$ cat src/design/ser_regs.svh
// Register offsets, field positions, reset values and timing counts.
`ifndef SER_REGS_SVH
`define SER_REGS_SVH
`define SER_OFS_EVCFG      8'h04
`define SER_OFS_NTH_LO     8'h05
`define SER_OFS_NTH_HI     8'h06
`define SER_OFS_LTH_LOU    8'h07
`define SER_OFS_LTH_SHR    8'h08
`define SER_OFS_LTH_HIL    8'h09
`define SER_OFS_NRES       8'h0a
`define SER_OFS_LRES_HI    8'h0b
`define SER_OFS_LRES_LO    8'h0c
`define SER_OFS_AMBIR      8'h0d
`define SER_OFS_SRST       8'h0e
`define SER_BIT_NFLAG      7
`define SER_BIT_DROP       4
`define SER_BIT_LFLAG      3
`define SER_BIT_COMBINE    0
`define SER_RST_EVCFG      8'h10
`define SER_RST_NTH_LO     8'h00
`define SER_RST_NTH_HI     8'hff
`define SER_RST_LTH_LOU    8'h00
`define SER_RST_LTH_SHR    8'h0f
`define SER_RST_LTH_HIL    8'hff
`define SER_RST_SRST       8'h00
`define SER_CMD_SRST       8'h38
`define SER_SRST_CYCLES    4'h4
`endif

$ cat src/design/ser_pkg.sv
// Types shared by the sensor event and result register block.
package ser_pkg;
   typedef logic [7:0] ser_byte_t;
   typedef enum logic {
      SER_HYST,
      SER_WINDOW
   } ser_scheme_e;
endpackage

$ cat src/design/ser_persist.sv
// Consecutive-event counter that qualifies one event source.
`timescale 1ns/10ps
module ser_persist (
   // Clock and reset.
   input  wire logic       clk,
   input  wire logic       srst,
   // Measurement result.
   input  wire logic       meas_done,
   input  wire logic       meas_hit,
   input  wire logic [1:0] persist_code,
   // Qualified event.
   output logic            qualified
);
   typedef struct packed {
      logic [3:0] count;
      logic       qual;
   } ser_persist_s;

   ser_persist_s state_reg;
   ser_persist_s state_next;

   function automatic logic [3:0] need(input logic [1:0] code);
      need = 4'h1 << code;
   endfunction

   always_comb begin
      state_next = state_reg;
      if (meas_done) begin
         if (!meas_hit) begin
            state_next.count = 4'h0;
            state_next.qual  = 1'b0;
         end else begin
            if (state_reg.count < need(persist_code)) begin
               state_next.count = state_reg.count + 4'h1;
            end
            // The pin waits for the configured number of hits in a row.
            state_next.qual = (state_reg.count + 4'h1) >= need(persist_code);
         end
      end
   end

   always_ff @(posedge clk) begin
      if (srst) begin
         state_reg <= '0;
      end else begin
         state_reg <= state_next;
      end
   end

   assign qualified = state_reg.qual;
endmodule // ser_persist

$ cat src/design/ser_regs.sv
// Event configuration, thresholds, results and soft reset register block.
`timescale 1ns/10ps
`include "ser_regs.svh"

// Behaviour
// - Bit 7 of event register reads the proximity event flag.
// - Proximity persistence bits 6:5 need 1, 2, 4 or 8 consecutive events.
// - Bit 3 of event register reads the light event flag.
// - Light persistence bits 2:1 need 1, 2, 4 or 8 events, independently.
// - Combine bit 0 set needs both events for the pin, else either.
// - Supply dropout sets bit 4; one means a brown-out was seen.
// - Supply dropout never drives the interrupt pin.
// - Proximity thresholds at 0x05 and 0x06 reset to 0x00 and 0xff.
// - Light thresholds are two 12-bit values over 0x07 to 0x09.
// - Light low threshold is 0x07 then upper nibble of 0x08.
// - Light high threshold is lower nibble of 0x08 then 0x09.
// - Proximity result reads unsigned at 0x0a.
// - Light result low byte at 0x0c, top nibble at 0x0b right-justified.
// - Bits 7:1 of 0x0d give ambient infrared during proximity phase.
// - Bit 0 of 0x0d shows washout.
// - Writing 0x38 to 0x0e starts soft reset; 0x00 is normal.
// - Light flag sets when count lies outside the thresholds.
// - Hysteresis: proximity flag sets above high, clears below low.
// - Writing zero to a flag bit clears that flag.
// - Pin goes low only after the configured consecutive count.
module ser_regs (
   // Clock and reset.
   input  wire logic            clk,
   input  wire logic            srst,
   // Register port.
   input  wire logic            reg_wr,
   input  wire logic            reg_rd,
   input  wire logic [7:0]      reg_addr,
   input  wire logic [7:0]      reg_wdata,
   output logic [7:0]           reg_rdata,
   // Proximity engine.
   input  wire logic            near_done,
   input  wire logic [7:0]      near_count,
   input  wire logic [6:0]      ambient_ir_level,
   input  wire logic            washout_status,
   input  wire logic            near_compare_scheme,
   // Light engine.
   input  wire logic            light_done,
   input  wire logic [11:0]     light_count,
   // Supply monitor.
   input  wire logic            supply_dropout,
   // Interrupt pin, open drain.
   input  wire logic            int_n_in,
   output logic                 int_n_out,
   output logic                 int_n_oe,
   // Soft reset request to the rest of the sensor.
   output logic                 soft_reset_active
);
   typedef struct packed {
      logic [1:0]  drop_sync;
      logic        near_flag;
      logic [1:0]  near_persist;
      logic        drop_flag;
      logic        light_flag;
      logic [1:0]  light_persist;
      logic        combine;
      logic [7:0]  nth_lo;
      logic [7:0]  nth_hi;
      logic [7:0]  lth_lou;
      logic [7:0]  lth_shr;
      logic [7:0]  lth_hil;
      logic [7:0]  near_res;
      logic [11:0] light_res;
      logic [7:0]  ambir;
      logic [7:0]  srst_cmd;
      logic [3:0]  srst_cnt;
      logic [7:0]  rdata;
      logic        int_low;
   } ser_regs_s;

   ser_regs_s state_reg;
   ser_regs_s state_next;
   logic      near_qual;
   logic      light_qual;
   logic      near_hit;
   logic      light_hit;
   logic      int_srst;

   // ==========================================================
   // Threshold compares
   function automatic logic outside(input logic [11:0] v, input logic [11:0] lo,
                                    input logic [11:0] hi);
      outside = (v < lo) || (v > hi);
   endfunction

   assign light_hit = outside(light_count, {state_reg.lth_lou, state_reg.lth_shr[7:4]},
                              {state_reg.lth_shr[3:0], state_reg.lth_hil});
   assign near_hit = (near_compare_scheme == ser_pkg::SER_WINDOW) ?
                     outside({4'h0, near_count}, {4'h0, state_reg.nth_lo},
                             {4'h0, state_reg.nth_hi}) :
                     (near_count > state_reg.nth_hi);

   assign int_srst = srst || (state_reg.srst_cnt != 4'h0);

   // ==========================================================
   // Persistence counters
   ser_persist u_near_persist (
      .clk          (clk),
      .srst         (int_srst),
      .meas_done    (near_done),
      .meas_hit     (near_hit),
      .persist_code (state_reg.near_persist),
      .qualified    (near_qual)
   );

   ser_persist u_light_persist (
      .clk          (clk),
      .srst         (int_srst),
      .meas_done    (light_done),
      .meas_hit     (light_hit),
      .persist_code (state_reg.light_persist),
      .qualified    (light_qual)
   );

   // ==========================================================
   // Next state
   always_comb begin
      state_next = state_reg;
      state_next.drop_sync = {state_reg.drop_sync[0], supply_dropout};
      if (state_reg.srst_cnt != 4'h0) begin
         state_next.srst_cnt = state_reg.srst_cnt - 4'h1;
      end
      // Host writes land first so that hardware events below win over clears.
      if (reg_wr) begin
         case (reg_addr)
            `SER_OFS_EVCFG: begin
               if (!reg_wdata[`SER_BIT_NFLAG]) begin
                  state_next.near_flag = 1'b0;
               end
               if (!reg_wdata[`SER_BIT_LFLAG]) begin
                  state_next.light_flag = 1'b0;
               end
               if (!reg_wdata[`SER_BIT_DROP]) begin
                  state_next.drop_flag = 1'b0;
               end
               state_next.near_persist  = reg_wdata[6:5];
               state_next.light_persist = reg_wdata[2:1];
               state_next.combine       = reg_wdata[`SER_BIT_COMBINE];
            end
            `SER_OFS_NTH_LO: state_next.nth_lo = reg_wdata;
            `SER_OFS_NTH_HI: state_next.nth_hi = reg_wdata;
            `SER_OFS_LTH_LOU: state_next.lth_lou = reg_wdata;
            `SER_OFS_LTH_SHR: state_next.lth_shr = reg_wdata;
            `SER_OFS_LTH_HIL: state_next.lth_hil = reg_wdata;
            `SER_OFS_SRST: begin
               state_next.srst_cmd = reg_wdata;
               if (reg_wdata == `SER_CMD_SRST) begin
                  state_next.srst_cnt = `SER_SRST_CYCLES;
               end
            end
            default: begin
            end
         endcase
      end
      if (state_reg.drop_sync[1]) begin
         state_next.drop_flag = 1'b1;
      end
      if (light_done) begin
         state_next.light_res = light_count;
         if (light_hit) begin
            state_next.light_flag = 1'b1;
         end
      end
      if (near_done) begin
         state_next.near_res = near_count;
         state_next.ambir    = {ambient_ir_level, washout_status};
         if (near_hit) begin
            state_next.near_flag = 1'b1;
         end else if (near_compare_scheme == ser_pkg::SER_HYST &&
                      near_count < state_reg.nth_lo) begin
            state_next.near_flag = 1'b0;
         end
      end
      // Brown-out is left out of the pin on purpose.
      state_next.int_low = state_reg.combine ? (near_qual && light_qual) :
                           (near_qual || light_qual);
      case (reg_addr)
         `SER_OFS_EVCFG: state_next.rdata = {state_reg.near_flag, state_reg.near_persist,
                                             state_reg.drop_flag, state_reg.light_flag,
                                             state_reg.light_persist,
                                             state_reg.combine};
         `SER_OFS_NTH_LO: state_next.rdata = state_reg.nth_lo;
         `SER_OFS_NTH_HI: state_next.rdata = state_reg.nth_hi;
         `SER_OFS_LTH_LOU: state_next.rdata = state_reg.lth_lou;
         `SER_OFS_LTH_SHR: state_next.rdata = state_reg.lth_shr;
         `SER_OFS_LTH_HIL: state_next.rdata = state_reg.lth_hil;
         `SER_OFS_NRES: state_next.rdata = state_reg.near_res;
         `SER_OFS_LRES_HI: state_next.rdata = {4'h0, state_reg.light_res[11:8]};
         `SER_OFS_LRES_LO: state_next.rdata = state_reg.light_res[7:0];
         `SER_OFS_AMBIR: state_next.rdata = state_reg.ambir;
         `SER_OFS_SRST: state_next.rdata = state_reg.srst_cmd;
         default: state_next.rdata = 8'h00;
      endcase
      if (!reg_rd) begin
         state_next.rdata = state_reg.rdata;
      end
   end

   // ==========================================================
   // State register
   always_ff @(posedge clk) begin
      if (int_srst) begin
         state_reg          <= '0;
         state_reg.drop_flag <= 1'b1;
         state_reg.nth_lo   <= `SER_RST_NTH_LO;
         state_reg.nth_hi   <= `SER_RST_NTH_HI;
         state_reg.lth_lou  <= `SER_RST_LTH_LOU;
         state_reg.lth_shr  <= `SER_RST_LTH_SHR;
         state_reg.lth_hil  <= `SER_RST_LTH_HIL;
         state_reg.srst_cmd <= `SER_RST_SRST;
         if (!srst) begin
            state_reg.srst_cnt <= state_reg.srst_cnt - 4'h1;
         end
      end else begin
         state_reg <= state_next;
      end
   end

   assign reg_rdata         = state_reg.rdata;
   assign int_n_out         = 1'b0;
   assign int_n_oe          = state_reg.int_low;
   assign soft_reset_active = state_reg.srst_cnt != 4'h0;
endmodule // ser_regs

$ cat config.mk
export PLATFORM = sky130hd
export DESIGN_NAME = ser_regs
export DESIGN_NICKNAME = d
export VERILOG_FILES = /design/src/design/ser_pkg.sv /design/src/design/ser_persist.sv /design/src/design/ser_regs.sv
export VERILOG_INCLUDE_DIRS = /design/src /design/src/design
export SDC_FILE = /design/constraint.sdc
export NUM_CORES = 1
export LEC_CHECK = 0
export BUFFER_PORTS_ARGS = -buffer_cell sky130_fd_sc_hd__buf_4
export CORE_ASPECT_RATIO = 1.25
export CORE_MARGIN = 5
export CORE_UTILIZATION = 50
export DETAILED_ROUTE_END_ITERATION = 6
export PLACE_DENSITY = 0.69
export RECOVER_POWER = 50
export SYNTH_ARGS = -nofsm -noshare
export SYNTH_HDL_FRONTEND = slang
export SYNTH_SLANG_ARGS = --single-unit
$ cat constraint.sdc
create_clock -name clk -period 2.6 [get_ports clk]
set_clock_uncertainty 0.15 [all_clocks]
set_input_delay 0.39 -clock clk [delete_from_list [all_inputs] [get_ports clk]]
set_output_delay 0.39 -clock clk [all_outputs]
set_load 0.005 [all_outputs]
==> flow_metrics.py <==
metrics = {
    "cts": {
        "cts_root_buf": "clkbuf_16",
        "postCtsSetupBuffers": 0,
        "clock-sinks": 109,
        "cts_hold_buf": 0,
        "cts_resized": 0,
        "cts_max_path_buffers": 2,
        "htree_levels": 3,
        "tritoncts": "built",
        "cts_made_buffers": 9,
        "clock_latency_ps": 360,
        "clk_pin_slew_ps": 70,
    },
    "grt": {
        "met2_usage_pct": 40.4,
        "grt_pass1_vias": 5417,
        "grt_antenna_before_repair": 0,
        "grt_overflow": 0,
        "top_usage_layer": "met2",
        "grt_first_pass_wirelength_um": 28300,
        "grt_use_met1_pct": 32.2,
        "met3_usage_pct": 4.45,
        "grtUsageTotal_pct": 24.6,
        "grt_max_degree": 33,
    },
    "placement": {
        "finalWeightedCongestion": 0.907,
        "dp.cells": 941,
        "portBuffers": 61,
        "hpwl_um": 13400,
    },
    "min_path": {
        "hold_class": "in2reg",
    },
    "floorplan": {
        "die_y_um": 135,
        "die-width_um": 110,
        "start_util_pct": 51.3,
        "std_cell_rows": 45,
        "ios": 64,
        "die_area_um2": 14900,
        "core_um2": 12200,
    },
    "worst_setup_path": {
        "crit_slowest_cell": "nor2_2",
        "arrival_ps": 2540,
        "max_stage_delay_ps": 450,
        "worstSetupEndpointType": "flop",
        "critical_path_class": "reg2reg",
        "path_max_fanout": 15,
        "cp_common_cell": "inv_1",
        "start_kind": "flop",
        "required_ps": 2750,
        "crit_chain": "inv_1 -> ha_1 -> nor3b_1 -> clkbuf_1 -> inv_1 -> nor2_2 -> buf_4 -> o221a_2",
    },
    "yosys": {
        "synth_cell_type_count": 59,
        "synth_cells": 741,
        "synth_seq_cells": 109,
        "synth_top_cell_by_area": "dfxtp_1",
        "syn_area_um2": 6260,
        "synth-seq-area-share_pct": 34.8,
        "synth_area_per_cell_um2": 8.45,
        "syn-num-nets": 851,
        "yosys-top-cells-area": "dfxtp_1 35%, ha_1 11%, mux2i_1 9.9%",
        "synthFlopType": "dfxtp_1",
        "yosys.area.top_type_share_pct": 34.8,
        "synth-edff-count": 0,
        "synthArstFlopShare_pct": 0,
        "yosysWarnings": 0,
    },
    "routing": {
        "num_vias": 5607,
        "ant_nets": 0,
        "viasPerCell": 5.87,
        "drtPass1Iterations": 5,
        "drt_iter0_markers": 418,
        "wl_um": 18000,
        "routedWlPerCell_um": 18.9,
        "drc": 0,
    },
    "timing": {
        "relSlewSlack_pct": 40.8,
        "max_clock_freq_mhz": 418,
        "hold_viol_final": 0,
        "setup_viol": 0,
        "maxSlewViolCount": 0,
        "fin_crit_sh_pct": 92.1,
        "tns_ps": 0,
        "fin_crit_ps": 2390,
        "rsz0062_at_grt": "false",
        "worstMarginPinSlew_ps": 881,
    },
    "cells_and_area": {
        "drive_gt1_share_pct": 13.8,
        "area_growth_pct": 14.2,
        "nets": 898,
        "fin_cells": 956,
        "fill_cells": 1139,
        "insertedDiodeCount": 0,
        "largest_register_ffs": 89,
    },
    "status": {
        "status": "finished, final reports clean",
    },
    "power_and_ir_drop": {
        "power_mw": 4.32,
        "power_density_nw_per_um2": 604,
        "p_leak_nw": 3.09,
        "ir_drop_mv": 0.328,
    },
    "job": {
        "max_cap_violations": 0,
    },
}
-- worst max-delay path, delay by kind of cell (launching register included) --
kind	cells	cell delay (ps)
and+or+nand+nor	2	640
adders and majority gates	1	210
buffers and inverters	4	800
AOI/OAI and AO/OA	1	220
DFF	1	310
-- synthesized netlist by cell type (all sizes together) (6+ instances only) --
master	n
mux2	9
a21oi	46
nand3	21
a221oi	7
o21ai	29
a22o	6
a22oi	17
nand2b	10
buf	24
nor2	77
o22ai	6
and2	6
nand2	80
ha	57
clkbuf	21
dfxtp	109
nand4	6
o211ai	16
nor3	9
inv	51
nor2b	9
mux2i	62
-- cell type report --
| class | count | area (um^2) | share of cell area (%) |
|---|---|---|---|
| Clock buffer | 9 | 225 | 3.15 |
| Clock inverter | 6 | 87.6 | 1.23 |
| Inverter | 52 | 195 | 2.73 |
| Multi-Input combinational cell | 535 | 3660 | 51.2 |
| Sequential cell | 109 | 2180 | 30.5 |
| Tap cell | 164 | 205 | 2.87 |
| Timing Repair Buffer | 81 | 591 | 8.26 |
-- cells in the final DEF, fill, tap and decap left out, drive strengths merged, types with 7 or more instances in the layout --
cell type	instances
dfxtp	109
nand2	80
nor2	77
buf	67
mux2i	62
ha	57
inv	52
a21oi	46
o21ai	29
clkbuf	23
nand3	21
a22oi	17
o211ai	16
nand2b	10
mux2	9
nor2b	9
nor3	9
a221oi	7
-- final timing paths --
path / start / slack (ps) / end / depth (start not counted)
worst min-delay path: supply_dropout / 90 / state_next[98] / 2
worst max-delay path: state_reg[9] / 210 / reg_rdata[5] / 8
worst max register to register: state_reg[9] / 210 / reg_rdata[5] / 8
worst min register to register: state_reg[98] / 290 / state_reg[93] / 2
-- stage by stage --
step	hold WS, ps	cell area, um^2	util [%]	setup WS, ps
final	90.9	7150	58.5	207
after global routing	101	7150	58.5	44.4
after CTS	85.2	7170	58.7	133
after detailed placement	270	6860	56.1	14.4
after global placement	265	6860	56.1	68.8
after floorplan	245	6260	-	269
-- cell families after synthesis --
group | count (synthesis) | share of synthesized area (%)
compound gates | 163 | 17.3
xor+xnor | 5 | 0.699
fa+ha+maj | 57 | 11.4
buf+inv | 97 | 6.63
flops | 109 | 34.8
mux | 71 | 11.5
other cells | 1 | 0.0599
simple gates | 238 | 17.6
-- power by group --
| part | switching (mW) | leakage [nW] | internal, mW | total (mW) |
|---|---|---|---|---|
| logic | 0.643 | 2.05 | 0.347 | 0.990 |
| clock network | 0.644 | 0.156 | 0.842 | 1.49 |
| registers | 0.0675 | 0.882 | 1.78 | 1.85 |
| total | 1.35 | 3.09 | 2.97 | 4.32 |
-- layer usage --
layer | up-vias | wire [um]
li1 | 2711 | -
met5 | - | 0
met2 | 208 | 8480
met3 | 36 | 1110
met4 | 0 | 545
met1 | 2652 | 7890
No activity file was read; power rests on OpenSTA's default activity.
